--- src/rtl/llcr_pkg.sv ---
/*
  Package for the link control register block: offset, bit positions,
  reset values and timing counts.
  Assumes a single 250 MHz core clock.
*/
package llcr_pkg;
  localparam logic [7:0] LLCR_CTRL_OFFSET = 8'h08;
  // Bit numbers count from the most significant bit (bit 00 = [31])
  localparam int LLCR_SOFT_RESET_POS = 31 - 0;
  localparam int LLCR_PAGE_POS = 31 - 3;
  localparam int LLCR_BUSY_POS = 31 - 4;
  localparam int LLCR_TRANSMIT_ENABLE_BIT_POS = 31 - 5;
  localparam int LLCR_RECEIVE_ENABLE_BIT_POS = 31 - 6;
  localparam int LLCR_TXRST_POS = 31 - 10;
  localparam int LLCR_RXRST_POS = 31 - 11;
  localparam int LLCR_LHOLD_POS = 31 - 14;
  localparam int LLCR_SIDCLR_POS = 31 - 23;
  localparam int LLCR_POWER_ON_SWITCH_OUT_POS = 31 - 27;
  localparam logic [31:0] LLCR_CTRL_RESET = 32'h0600_0000;
  localparam logic [31:0] LLCR_STORED_MASK = 32'h9e02_0010;
  localparam logic [3:0] LLCR_HOLD_SHORT = 4'h1;
  localparam logic [3:0] LLCR_HOLD_LONG = 4'ha;
endpackage

--- src/rtl/llcr_pulse.sv ---
/*
  Pulse generator: pulse repeats trigger one cycle later and stays high for as many cycles as trigger was high.
  Assumes synchronous inputs on the core clock.
*/
`timescale 1ns/1ps
module llcr_pulse (
  input wire logic sys_clk,
  input wire logic rst_n,
  input wire logic trigger,
  output logic pulse
);
  logic next_pulse;

  always_comb begin
    next_pulse = trigger;
  end

  always_ff @(posedge sys_clk or negedge rst_n) begin
    if (!rst_n) begin
      pulse <= 1'b0;
    end else begin
      pulse <= next_pulse;
    end
  end
endmodule

--- src/rtl/llcr_top.sv ---
/*
  Link layer control register with its control outputs.
  Assumes a plain register port with read data one cycle after the strobe.
*/
// Design decision made here: strobed register access.
`timescale 1ns/1ps
module llcr_top
  import llcr_pkg::*;
(
  input wire logic sys_clk,
  input wire logic reset_n,
  input wire logic [7:0] reg_addr,
  input wire logic [31:0] reg_wdata,
  input wire logic reg_wr,
  input wire logic reg_rd,
  output logic [31:0] reg_rdata,
  input wire logic bus_reset,
  input wire logic selfid_error_event,
  input wire logic rx_buffer_busy,
  output logic selfid_error_flag,
  output logic soft_reset_req,
  output logic data_page_select,
  output logic busy_ack_force,
  output logic tx_allowed,
  output logic rx_allowed,
  output logic tx_reset_pulse,
  output logic rx_reset_pulse,
  output logic [3:0] grant_hold_cycles,
  output logic power_on_switch_out
);
  logic rst_meta, rst_n;
  logic [31:0] ctrl, next_ctrl;
  logic next_flag;
  logic [31:0] next_rdata;
  logic ctrl_wr;

  always_ff @(posedge sys_clk or negedge reset_n) begin
    if (!reset_n) begin
      rst_meta <= 1'b0;
      rst_n <= 1'b0;
    end else begin
      rst_meta <= 1'b1;
      rst_n <= rst_meta;
    end
  end

  assign ctrl_wr = reg_wr && (reg_addr == LLCR_CTRL_OFFSET);

  always_comb begin
    next_ctrl = ctrl;
    if (ctrl_wr) begin
      next_ctrl = reg_wdata & LLCR_STORED_MASK;
    end
    // bus_reset intentionally does not touch the enables
  end

  always_ff @(posedge sys_clk or negedge rst_n) begin
    if (!rst_n) begin
      ctrl <= LLCR_CTRL_RESET;
    end else begin
      ctrl <= next_ctrl;
    end
  end

  // Self-clearing strobes: one cycle after the write
  llcr_pulse u_txrst (
    .sys_clk(sys_clk), .rst_n(rst_n),
    .trigger(ctrl_wr && reg_wdata[LLCR_TXRST_POS]), .pulse(tx_reset_pulse));
  llcr_pulse u_rxrst (
    .sys_clk(sys_clk), .rst_n(rst_n),
    .trigger(ctrl_wr && reg_wdata[LLCR_RXRST_POS]), .pulse(rx_reset_pulse));
  logic sid_clear;
  llcr_pulse u_sidclr (
    .sys_clk(sys_clk), .rst_n(rst_n),
    .trigger(ctrl_wr && reg_wdata[LLCR_SIDCLR_POS]), .pulse(sid_clear));

  always_comb begin
    next_flag = selfid_error_flag;
    if (sid_clear) begin
      next_flag = 1'b0;
    end
    if (selfid_error_event) begin
      next_flag = 1'b1;
    end
  end

  always_ff @(posedge sys_clk or negedge rst_n) begin
    if (!rst_n) begin
      selfid_error_flag <= 1'b0;
    end else begin
      selfid_error_flag <= next_flag;
    end
  end

  always_comb begin
    next_rdata = 32'h0000_0000;
    if (reg_rd && reg_addr == LLCR_CTRL_OFFSET) begin
      next_rdata = ctrl;
    end
  end

  always_ff @(posedge sys_clk or negedge rst_n) begin
    if (!rst_n) begin
      reg_rdata <= 32'h0000_0000;
    end else begin
      reg_rdata <= next_rdata;
    end
  end

  assign soft_reset_req = ctrl[LLCR_SOFT_RESET_POS];
  assign data_page_select = ctrl[LLCR_PAGE_POS];
  assign busy_ack_force = ctrl[LLCR_BUSY_POS] | rx_buffer_busy;
  assign tx_allowed = ctrl[LLCR_TRANSMIT_ENABLE_BIT_POS];
  assign rx_allowed = ctrl[LLCR_RECEIVE_ENABLE_BIT_POS];
  assign grant_hold_cycles = ctrl[LLCR_LHOLD_POS] ? LLCR_HOLD_LONG
                                                   : LLCR_HOLD_SHORT;
  assign power_on_switch_out = ctrl[LLCR_POWER_ON_SWITCH_OUT_POS];

  // Register contents follow the bus only
  a_ctrl_write: assert property (@(posedge sys_clk) disable iff (!rst_n)
    ctrl_wr |=> ctrl == ($past(reg_wdata) & LLCR_STORED_MASK))
    else $error("control word not stored");

  a_ctrl_hold: assert property (@(posedge sys_clk) disable iff (!rst_n)
    !ctrl_wr |=> $stable(ctrl))
    else $error("control word moved without write");

  a_unmapped_write: assert property (@(posedge sys_clk) disable iff (!rst_n)
    (reg_wr && reg_addr != LLCR_CTRL_OFFSET) |=> $stable(ctrl))
    else $error("unmapped write reached control word");

  a_reserved_zero: assert property (@(posedge sys_clk) disable iff (!rst_n)
    (ctrl & ~LLCR_STORED_MASK) == 32'h0)
    else $error("reserved bit set");

  a_strobe_bits: assert property (@(posedge sys_clk) disable iff (!rst_n)
    !ctrl[LLCR_TXRST_POS] && !ctrl[LLCR_RXRST_POS])
    else $error("unit reset bit kept");

  a_sidclr_zero: assert property (@(posedge sys_clk) disable iff (!rst_n)
    !ctrl[LLCR_SIDCLR_POS])
    else $error("self-ID clear bit kept");

  // Read port
  a_read_data: assert property (@(posedge sys_clk) disable iff (!rst_n)
    (reg_rd && reg_addr == LLCR_CTRL_OFFSET && !reg_wr) |=> reg_rdata == $past(ctrl))
    else $error("read data wrong");

  a_read_idle: assert property (@(posedge sys_clk) disable iff (!rst_n)
    !reg_rd |=> reg_rdata == 32'h0)
    else $error("read data without read");

  a_read_unmapped: assert property (@(posedge sys_clk) disable iff (!rst_n)
    (reg_rd && reg_addr != LLCR_CTRL_OFFSET) |=> reg_rdata == 32'h0)
    else $error("unmapped read not zero");

  a_read_reserved: assert property (@(posedge sys_clk) disable iff (!rst_n)
    (reg_rdata & ~LLCR_STORED_MASK) == 32'h0)
    else $error("reserved bit read back");

  // Control outputs
  a_soft_write: assert property (@(posedge sys_clk) disable iff (!rst_n)
    ctrl_wr |=> soft_reset_req == $past(reg_wdata[LLCR_SOFT_RESET_POS]))
    else $error("soft reset request mismatch");

  a_soft_hold: assert property (@(posedge sys_clk) disable iff (!rst_n)
    !ctrl_wr |=> $stable(soft_reset_req))
    else $error("soft reset request moved");

  a_page_write: assert property (@(posedge sys_clk) disable iff (!rst_n)
    ctrl_wr |=> data_page_select == $past(reg_wdata[LLCR_PAGE_POS]))
    else $error("page select mismatch");

  a_page_hold: assert property (@(posedge sys_clk) disable iff (!rst_n)
    !ctrl_wr |=> $stable(data_page_select))
    else $error("page select moved");

  a_busy_normal: assert property (@(posedge sys_clk) disable iff (!rst_n)
    !ctrl[LLCR_BUSY_POS] |-> busy_ack_force == rx_buffer_busy)
    else $error("normal busy policy broken");

  a_busy_forced: assert property (@(posedge sys_clk) disable iff (!rst_n)
    ctrl[LLCR_BUSY_POS] |-> busy_ack_force)
    else $error("forced busy missing");

  a_busy_write: assert property (@(posedge sys_clk) disable iff (!rst_n)
    (ctrl_wr && reg_wdata[LLCR_BUSY_POS]) |=> busy_ack_force)
    else $error("busy policy write ignored");

  a_tx_write: assert property (@(posedge sys_clk) disable iff (!rst_n)
    ctrl_wr |=> tx_allowed == $past(reg_wdata[LLCR_TRANSMIT_ENABLE_BIT_POS]))
    else $error("transmit enable mismatch");

  a_tx_hold: assert property (@(posedge sys_clk) disable iff (!rst_n)
    !ctrl_wr |=> $stable(tx_allowed))
    else $error("transmit enable moved");

  a_rx_write: assert property (@(posedge sys_clk) disable iff (!rst_n)
    ctrl_wr |=> rx_allowed == $past(reg_wdata[LLCR_RECEIVE_ENABLE_BIT_POS]))
    else $error("receive enable mismatch");

  a_rx_hold: assert property (@(posedge sys_clk) disable iff (!rst_n)
    !ctrl_wr |=> $stable(rx_allowed))
    else $error("receive enable moved");

  a_receive_enable_bit_bus_reset: assert property (@(posedge sys_clk) disable iff (!rst_n)
    (bus_reset && !ctrl_wr) |=> $stable(rx_allowed))
    else $error("rx enable moved on bus reset");

  a_hold_long: assert property (@(posedge sys_clk) disable iff (!rst_n)
    ctrl[LLCR_LHOLD_POS] |-> grant_hold_cycles == 4'ha)
    else $error("long hold not ten");

  a_hold_short: assert property (@(posedge sys_clk) disable iff (!rst_n)
    !ctrl[LLCR_LHOLD_POS] |-> grant_hold_cycles == LLCR_HOLD_SHORT)
    else $error("short hold wrong");

  a_hold_write: assert property (@(posedge sys_clk) disable iff (!rst_n)
    (ctrl_wr && reg_wdata[LLCR_LHOLD_POS]) |=> grant_hold_cycles == 4'ha)
    else $error("long hold write ignored");

  a_power_on_switch_out_write: assert property (@(posedge sys_clk) disable iff (!rst_n)
    ctrl_wr |=> power_on_switch_out == $past(reg_wdata[LLCR_POWER_ON_SWITCH_OUT_POS]))
    else $error("power-on pin mismatch");

  a_power_on_switch_out_hold: assert property (@(posedge sys_clk) disable iff (!rst_n)
    !ctrl_wr |=> $stable(power_on_switch_out))
    else $error("power-on pin moved on its own");

  // Values seen on the first edge after reset
  a_reset_word: assert property (@(posedge sys_clk) disable iff (!rst_n)
    $rose(rst_n) |-> ctrl == LLCR_CTRL_RESET)
    else $error("control word reset value wrong");

  a_reset_enables: assert property (@(posedge sys_clk) disable iff (!rst_n)
    $rose(rst_n) |-> tx_allowed && rx_allowed)
    else $error("enables not set by reset");

  a_reset_outputs: assert property (@(posedge sys_clk) disable iff (!rst_n)
    $rose(rst_n) |-> !soft_reset_req && !data_page_select && !power_on_switch_out &&
      !selfid_error_flag && !tx_reset_pulse && !rx_reset_pulse)
    else $error("output not cleared by reset");

  a_reset_rdata: assert property (@(posedge sys_clk) disable iff (!rst_n)
    $rose(rst_n) |-> reg_rdata == 32'h0)
    else $error("read data not cleared by reset");

  // Self-clearing strobes
  a_txrst_pulse: assert property (@(posedge sys_clk) disable iff (!rst_n)
    tx_reset_pulse |-> $past(ctrl_wr) && $past(reg_wdata[LLCR_TXRST_POS]))
    else $error("tx reset pulse too long");

  a_txrst_cause: assert property (@(posedge sys_clk) disable iff (!rst_n)
    (ctrl_wr && reg_wdata[LLCR_TXRST_POS]) |=> tx_reset_pulse)
    else $error("tx reset not pulsed");

  a_txrst_quiet: assert property (@(posedge sys_clk) disable iff (!rst_n)
    (ctrl_wr && !reg_wdata[LLCR_TXRST_POS]) |=> !tx_reset_pulse)
    else $error("tx reset pulsed without request");

  a_rxrst_pulse: assert property (@(posedge sys_clk) disable iff (!rst_n)
    rx_reset_pulse |-> $past(ctrl_wr) && $past(reg_wdata[LLCR_RXRST_POS]))
    else $error("rx reset pulse too long");

  a_rxrst_cause: assert property (@(posedge sys_clk) disable iff (!rst_n)
    (ctrl_wr && reg_wdata[LLCR_RXRST_POS]) |=> rx_reset_pulse)
    else $error("rx reset not pulsed");

  a_rxrst_quiet: assert property (@(posedge sys_clk) disable iff (!rst_n)
    (ctrl_wr && !reg_wdata[LLCR_RXRST_POS]) |=> !rx_reset_pulse)
    else $error("rx reset pulsed without request");

  a_sid_pulse: assert property (@(posedge sys_clk) disable iff (!rst_n)
    sid_clear |-> $past(ctrl_wr) && $past(reg_wdata[LLCR_SIDCLR_POS]))
    else $error("self-ID clear without request");

  a_sid_clear: assert property (@(posedge sys_clk) disable iff (!rst_n)
    (ctrl_wr && reg_wdata[LLCR_SIDCLR_POS] && !selfid_error_event) ##1
      !selfid_error_event |=> !selfid_error_flag)
    else $error("self-ID flag not cleared");

  // Error flag: set wins over clear
  a_sid_flag_set: assert property (@(posedge sys_clk) disable iff (!rst_n)
    selfid_error_event |=> selfid_error_flag)
    else $error("self-ID flag not set");

  a_sid_flag_sticky: assert property (@(posedge sys_clk) disable iff (!rst_n)
    (selfid_error_flag && !sid_clear) |=> selfid_error_flag)
    else $error("self-ID flag dropped");

  a_sid_flag_rise: assert property (@(posedge sys_clk) disable iff (!rst_n)
    $rose(selfid_error_flag) |-> $past(selfid_error_event))
    else $error("self-ID flag set without error");

  // Main scenarios
  c_tx_reset: cover property (@(posedge sys_clk) disable iff (!rst_n) tx_reset_pulse);
  c_sid_clear: cover property (@(posedge sys_clk) disable iff (!rst_n)
    selfid_error_flag ##1 sid_clear);
  c_tx_off: cover property (@(posedge sys_clk) disable iff (!rst_n) !tx_allowed);
  c_long_hold: cover property (@(posedge sys_clk) disable iff (!rst_n)
    grant_hold_cycles == LLCR_HOLD_LONG);
  c_rx_off_bus_reset: cover property (@(posedge sys_clk) disable iff (!rst_n)
    bus_reset && !rx_allowed);
endmodule

--- config.mk ---
export PLATFORM = sky130hd
export DESIGN_NAME = llcr_top
export DESIGN_NICKNAME = d
export VERILOG_FILES = /design/src/rtl/llcr_pkg.sv /design/src/rtl/llcr_pulse.sv /design/src/rtl/llcr_top.sv
export SDC_FILE = /design/constraint.sdc
export NUM_CORES = 1
export LEC_CHECK = 0
export BUFFER_PORTS_ARGS = -buffer_cell sky130_fd_sc_hd__buf_4
export CORE_MARGIN = 2
export CORE_UTILIZATION = 38
export DETAILED_ROUTE_END_ITERATION = 12
export HOLD_SLACK_MARGIN = 0.15
export PLACE_DENSITY_LB_ADDON = 0.2
export SKIP_LAST_GASP = 1
export SYNTH_ARGS = -nofsm -noshare
export SYNTH_HDL_FRONTEND = slang
export SYNTH_HIERARCHICAL = 1
export SYNTH_SLANG_ARGS = --single-unit
--- constraint.sdc ---
create_clock -name sys_clk -period 1.5 [get_ports sys_clk]
set_input_delay 0.15 -clock sys_clk [delete_from_list [all_inputs] [get_ports sys_clk]]
set_output_delay 0.15 -clock sys_clk [all_outputs]
set_load 0.02 [all_outputs]
==> impl_metrics.sql, run 1 <==
INSERT INTO impl_metrics (metric_group, metric, value, unit) VALUES
('detailed_routing', 'ant_nets', '0', ''),
('timing', 'worst_pin_slew', '0.679', 'ns'),
('clock_tree', 'cts.reportedPaths.clkPinSlew', '0.11', 'ns'),
('detailed_routing', 'via_count', '624', ''),
('timing', 'layout_worst_path_cycle_share', '0.856', ''),
('timing', 'setup_viol', '0', ''),
('timing', 'maxSlewViolCount', '0', ''),
('cells_and_area', 'post-route-cell-area', '0.00137', 'sq mm'),
('detailed_routing', 'dr.first_iter.drc_count', '2', ''),
('setup_path', 'cp.arrival', '1.13', 'ns'),
('synth', 'synth-simple-area-share', '0.137', ''),
('setup_path', 'worst-endpoint-required', '1.35', 'ns'),
('floorplanning', 'floorplan.die.height', '54.2', 'um'),
('cells_and_area', 'antenna-diode-count', '0', ''),
('floorplanning', 'num_io_pins', '92', ''),
('detailed_routing', 'detail_route.wirelength', '1.64', 'mm'),
('setup_path', 'critical_path.reg2reg.endpoint', 'ctrl[17]', ''),
('floorplanning', 'dieArea', '0.00294', 'sq mm'),
('synth', 'synth_compound_gate_area_share', '0.00784', ''),
('placed_design', 'pre_cts_ws', '0.215', 'ns'),
('flow_run', 'drv.max_cap_violation_count', '0', ''),
('synth', 'post_synth_num_cell_types', '14', ''),
('synth', 'ys.warnings.count', '6', ''),
('detailed_routing', 'post_drt_wl_per_cell', '10.0', 'um'),
('clock_tree', 'cts_tree', 'built', ''),
('setup_path', 'timing.critical_path.to_type', 'output port', ''),
('cells_and_area', 'most_frequent_cells_in_the_layout', '42 x buf_4, 27 x conb_1, 18 x dfrtp_1', ''),
('grt', 'global_route.usage.total', '0.116', ''),
('timing', 'layout_min_cycle_time', '1.28', 'ns'),
('min_path', 'hold_class', 'primary input to async pin', ''),
('power', 'irDropWorstVdd', '0.000593', 'V'),
('setup_path', 'r2r-start', 'ctrl[17]', ''),
('detailed_routing', 'ratio_of_routed_vias_to_standard_cells', '3.83', ''),
('power', 'pwr_density_cell', '865', 'mW/mm^2'),
('detailed_routing', 'dr.pass1.iters', '3', ''),
('synth', 'post_synth_xor_area_fraction', '0', ''),
('synth', 'synth.mux.area_fraction', '0.0824', ''),
('clock_tree', 'cts-root-to-sink-buffers', '2', ''),
('floorplanning', 'design.core.area', '0.00243', 'sq mm'),
('clock_tree', 'cts_setup_buffers', '0', ''),
('cells_and_area', 'layout-area-overhead-vs-synth', '42.7', '%'),
('power', 'swShare', '0.232', ''),
('setup_path', 'path_max_fanout', '3', ''),
('timing', 'report.final.hold_viol_count', '0', ''),
('setup_path', 'r2r_slack', '0.68', 'ns'),
('timing', 'fin_skew', '0.00403', 'ns'),
('floorplanning', 'fp-row-count', '18', ''),
('placed_design', 'gpl.final_weighted_congestion', '0.579', ''),
('timing', 'timing.max_slew.rel_slack', '0.547', ''),
('clock_tree', 'post_cts.resized_instances', '0', ''),
('power', 'net-switching-power', '275', 'uW'),
('synth', 'number_of_instances_in_the_synthesized_netlist', '78', ''),
('detailed_routing', 'route.detailed.drc', '0', ''),
('grt', 'antenna_found_initial', '0', ''),
('grt', 'overflow', '0', ''),
('power', 'pwr-share-clk', '0.361', ''),
('clock_tree', 'cts.sinks', '20', ''),
('placed_design', 'place_hpwl', '1.20', 'mm'),
('grt', 'grt_start_max_net_pins', '19', ''),
('power', 'logic_pwr_share', '0.158', ''),
('setup_path', 'crit_path_start_kind', 'register', ''),
('cells_and_area', 'layout-drive-gt1-share', '0.451', ''),
('synth', 'yosys.area_share.adder', '0', ''),
('synth', 'post_synth_design_cell_area', '957', 'sq um'),
('power', 'pwr-share-seq', '0.481', ''),
('power', 'intPower', '907', 'uW'),
('grt', 'grt_pass1_vias', '542', ''),
('cells_and_area', 'nNetsFinal', '181', ''),
('run_status', 'outcome', 'finished clean', ''),
('power', 'post-layout-total-power', '1180', 'uW'),
('timing', 'max_freq', '0.778', 'GHz');
## cells in the mapped netlist
| cell | instances | area (sq um) |
|---|---|---|
| nor2_1 | 3 | 11.3 |
| nor4b_4 | 1 | 23.8 |
| and2_1 | 7 | 43.8 |
| mux2_2 | 7 | 78.8 |
| nand3_4 | 1 | 17.5 |
| and3_2 | 1 | 7.51 |
| conb_1 | 2 | 7.51 |
| dfstp_2 | 2 | 52.6 |
| dfrtp_1 | 18 | 450 |
| a21o_1 | 1 | 7.51 |
| or2_2 | 1 | 6.26 |
| inv_1 | 5 | 18.8 |
| nor4_4 | 1 | 21.3 |
| buf_4 | 28 | 210 |
## final cells by class
cell class                      count  area, sq um  area share
Clock buffer                        3         22.5      0.0165
Sequential cell                    20          503       0.368
Timing Repair Buffer               54          435       0.319
Multi-Input combinational cell     50          319       0.234
Clock inverter                      1         30.0      0.0220
Inverter                            5         18.8      0.0137
Tap cell                           30         37.5      0.0275
## critical path: stages, from the launching register on
cell	delay (ns)
dfrtp_1	0.40
or2_2	0.29
buf_4	0.16
## metrics by stage
| step | util | hold slack [ns] | instances |
|---|---|---|---|
| 5_1_grt | 0.562 | 0.156 | 163 |
| 4_1_cts | 0.562 | 0.155 | 163 |
| 3_5_place_dp | 0.491 | -0.0660 | 147 |
| 6_report | 0.562 | 0.174 | 163 |
| 2_1_floorplan | - | -0.146 | 103 |
| 3_3_place_gp | 0.491 | -0.0673 | 147 |
## worst max-delay path by stage
stage	startpoint	to	slack [ns]	cells after the start
2_1_floorplan	reg_addr[1]	ctrl[17]	0.47	3
4_1_cts	ctrl[27]	busy_ack_force	0.20	2
3_5_place_dp	reg_addr[1]	ctrl[4]	0.22	4
3_3_place_gp	reg_addr[1]	ctrl[27]	0.25	4
6_report	ctrl[27]	busy_ack_force	0.22	2
5_1_grt	ctrl[27]	busy_ack_force	0.14	2
## timing repair
item                                   4_1_cts  5_1_grt
setup endpoints to repair                    0        0
endpoints found under the hold margin       13        0
hold buffers                                12        0
## kinds of logic after synthesis
logic type,after synthesis
AOI/OAI and AO/OA,1
buffers and inverters,33
DFF,20
muxes,7
other,2
and+or+nand+nor,15
## routing by layer
layer	part of all wire	vias up	global-route usage
met3	0.097	2	0.0194
met5	0	-	0
met2	0.54	38	0.207
met1	0.35	286	0.124
li1	-	298	-
met4	0.012	0	0.0750
## power by group through the flow
stage	sequential (uW)	combinational (uW)	clock (uW)
after floorplan	584	137	0
after global placement	579	159	0
after detailed placement	580	161	0
after CTS	569	186	439
after global routing	573	202	468
final	569	187	426
## flip-flops by register name (all words and copies together), names as in the netlist
register           flops
ctrl                   7
reg_rdata              7
rst_meta               1
rst_n                  1
selfid_error_flag      1
u_rxrst/pulse          1
u_sidclr/pulse         1
u_txrst/pulse          1
Note: power is estimated with default switching activity, not from simulation.
==> run 2, diff against run 1 <==
--- a/config.mk
+++ b/config.mk
@@ -5,11 +5,11 @@
 export SDC_FILE = /design/constraint.sdc
 export NUM_CORES = 1
 export LEC_CHECK = 0
-export BUFFER_PORTS_ARGS = -buffer_cell sky130_fd_sc_hd__buf_4
+export BUFFER_PORTS_ARGS = -buffer_cell sky130_fd_sc_hd__buf_2
 export CORE_MARGIN = 2
 export CORE_UTILIZATION = 38
 export DETAILED_ROUTE_END_ITERATION = 12
-export HOLD_SLACK_MARGIN = 0.15
+export HOLD_SLACK_MARGIN = 0.03
 export PLACE_DENSITY_LB_ADDON = 0.2
 export SKIP_LAST_GASP = 1
 export SYNTH_ARGS = -nofsm -noshare
==> impl_metrics.sql, run 2 (synthesized netlist as in run 1, its figures left out) <==
INSERT INTO impl_metrics (metric_group, metric, value, unit) VALUES
('power', 'intPower', '747', 'uW'),
('detailed_routing', 'ratio_of_routed_vias_to_standard_cells', '3.86', ''),
('setup_path', 'r2r_slack', '0.70', 'ns'),
('placed_design', 'place.port_buffers', '42', ''),
('clock_tree', 'root_buffer', 'clkbuf_4', ''),
('clock_tree', 'cts_made_buffers', '3', ''),
('power', 'pwr-share-clk', '0.298', ''),
('clock_tree', 'cts_setup_buffers', '0', ''),
('grt', 'grt_first_pass_wirelength', '2.02', 'mm'),
('setup_path', 'cell_chain_of_the_critical_path', 'or2_2 > buf_2', ''),
('placed_design', 'gpl.final_weighted_congestion', '0.573', ''),
('cells_and_area', 'mostFrequentLayoutCell', 'buf_2', ''),
('min_path', 'min_path_cells', '3', ''),
('floorplanning', 'die_width', '54.2', 'um'),
('timing', 'fin_skew', '0.00710', 'ns'),
('flow_run', 'drv.max_cap_violation_count', '0', ''),
('cells_and_area', 'nNetsFinal', '172', ''),
('timing', 'maxSlewViolCount', '0', ''),
('detailed_routing', 'dr.pass1.iters', '3', ''),
('power', 'pwr-share-seq', '0.561', ''),
('timing', 'max_freq', '0.786', 'GHz'),
('clock_tree', 'cts-root-to-sink-buffers', '2', ''),
('setup_path', 'peak_per_stage_delay_on_the_critical_path', '0.39', 'ns'),
('setup_path', 'crit_path_start_kind', 'register', ''),
('timing', 'rsz0062_at_grt', 'false', ''),
('power', 'static-leakage-power', '0.000677', 'uW'),
('cells_and_area', 'antenna-diode-count', '0', ''),
('power', 'pwr_density_cell', '877', 'mW/mm^2'),
('cells_and_area', 'final_core_utilization', '0.475', ''),
('setup_path', 'cp.arrival', '1.12', 'ns'),
('min_path', 'holdPathEnd', 'u_sidclr/pulse', ''),
('grt', 'overflow', '0', ''),
('floorplanning', 'initial_core_util', '0.394', ''),
('grt', 'antenna_found_initial', '0', ''),
('setup_path', 'reg2regPathDepth', '1', ''),
('grt', 'grt_start_max_net_pins', '19', ''),
('min_path', 'hold_path_startpoint', 'reg_wdata[8]', ''),
('setup_path', 'cpLargestDelayFamily', 'flip-flops', ''),
('placed_design', 'place_hpwl', '1.11', 'mm'),
('power', 'irDropWorstVdd', '0.000351', 'V'),
('timing', 'layout_min_cycle_time', '1.27', 'ns'),
('floorplanning', 'dieArea', '0.00294', 'sq mm'),
('cells_and_area', 'post-route-cell-area', '0.00115', 'sq mm'),
('cells_and_area', 'layout-area-overhead-vs-synth', '20.7', '%'),
('floorplanning', 'floorplan.die.height', '54.2', 'um'),
('setup_path', 'worst-endpoint-required', '1.35', 'ns'),
('setup_path', 'path_max_fanout', '3', ''),
('clock_tree', 'worstSkewPairLatency', '0.29', 'ns'),
('placed_design', 'placement.cell_area', '0.00109', 'sq mm'),
('timing', 'report.final.hold_viol_count', '0', ''),
('clock_tree', 'cts.reportedPaths.clkPinSlew', '0.11', 'ns'),
('setup_path', 'cp.buffers_inverters', '1', ''),
('setup_path', 'critical_path_class', 'register to output port', ''),
('power', 'post-layout-total-power', '1010', 'uW'),
('timing', 'worst_pin_slew', '0.693', 'ns'),
('detailed_routing', 'via_count', '595', ''),
('cells_and_area', 'top_regs', 'ctrl (7), reg_rdata (7)', ''),
('timing', 'setup-tns-final', '0', 'ns'),
('clock_tree', 'cts.sinks', '20', ''),
('floorplanning', 'fp-row-count', '18', ''),
('power', 'net-switching-power', '265', 'uW'),
('cells_and_area', 'most_frequent_cells_in_the_layout', '42 x buf_2, 27 x conb_1, 18 x dfrtp_1', ''),
('timing', 'layout_worst_path_cycle_share', '0.849', ''),
('detailed_routing', 'post_drt_wl_per_cell', '9.10', 'um'),
('cells_and_area', 'layout-drive-gt1-share', '0.484', ''),
('power', 'logic_pwr_share', '0.141', ''),
('grt', 'grt_pass1_vias', '494', ''),
('setup_path', 'critical_path.reg2reg.endpoint', 'ctrl[17]', ''),
('setup_path', 'timing.critical_path.slowest_stage_cell', 'dfrtp_1', ''),
('detailed_routing', 'ant_nets', '0', ''),
('floorplanning', 'num_io_pins', '92', ''),
('floorplanning', 'design.core.area', '0.00243', 'sq mm'),
('detailed_routing', 'detail_route.wirelength', '1.40', 'mm'),
('clock_tree', 'cts_tree', 'built', ''),
('timing', 'worst_hold_slack', '0.0472', 'ns'),
('detailed_routing', 'route.detailed.drc', '0', ''),
('timing', 'timing.max_slew.rel_slack', '0.538', ''),
('detailed_routing', 'dr.first_iter.drc_count', '1', ''),
('power', 'swShare', '0.262', ''),
('clock_tree', 'cts-htree-levels', '1', ''),
('run_status', 'outcome', 'finished clean', ''),
('timing', 'setup_viol', '0', ''),
('setup_path', 'r2r-start', 'ctrl[17]', ''),
('setup_path', 'timing.critical_path.to_type', 'output port', ''),
('min_path', 'hold_class', 'primary input to register', ''),
('grt', 'global_route.usage.total', '0.102', '');
[run 2: how the worst max path moves through the flow]
stage	start	endpoint	slack, ns	cells past startpoint
6_report	ctrl[27]	busy_ack_force	0.23	2
4_1_cts	ctrl[27]	busy_ack_force	0.20	2
3_3_place_gp	reg_addr[1]	ctrl[27]	0.26	4
5_1_grt	ctrl[27]	busy_ack_force	0.14	2
2_1_floorplan	reg_addr[1]	ctrl[17]	0.47	3
3_5_place_dp	reg_addr[1]	ctrl[4]	0.24	4
[run 2: worst min-delay path, stage by stage]
cell and delay, ns:
buf_2 0.09, inv_1 0.04, nor2_1 0.03
[run 2: power groups by stage]
stage | logic, uW | registers [uW] | clock network [uW]
after floorplan | 137 | 584 | 0
after global placement | 135 | 579 | 0
after detailed placement | 136 | 579 | 0
after CTS | 141 | 569 | 315
after global routing | 157 | 573 | 344
final | 143 | 568 | 302
[run 2: cell type report]
class,instances,area [sq um]
Fill cell,251,1280
Clock buffer,4,36.3
Tap cell,30,37.5
Inverter,5,18.8
Sequential cell,20,503
Timing Repair Buffer,45,240
Multi-Input combinational cell,50,319
[run 2: metrics by stage]
step                      instances  worst slack, ns
final                           154            0.227
after global routing            154            0.144
after CTS                       153            0.203
after detailed placement        147            0.242
after global placement          147            0.259
after floorplan                 103            0.466
[run 2: per-layer routing]
layer,up-vias,global-route usage,part of all wire
met4,0,0.100,0.019
met2,38,0.163,0.49
li1,278,-,-
met1,277,0.108,0.37
met3,2,0.0250,0.13
met5,-,0,0
[run 2: timing repair]
action                                 4_1_cts  5_1_grt
endpoints found under the hold margin        3        1
resized for setup                            0        0
hold buffers                                 2        1
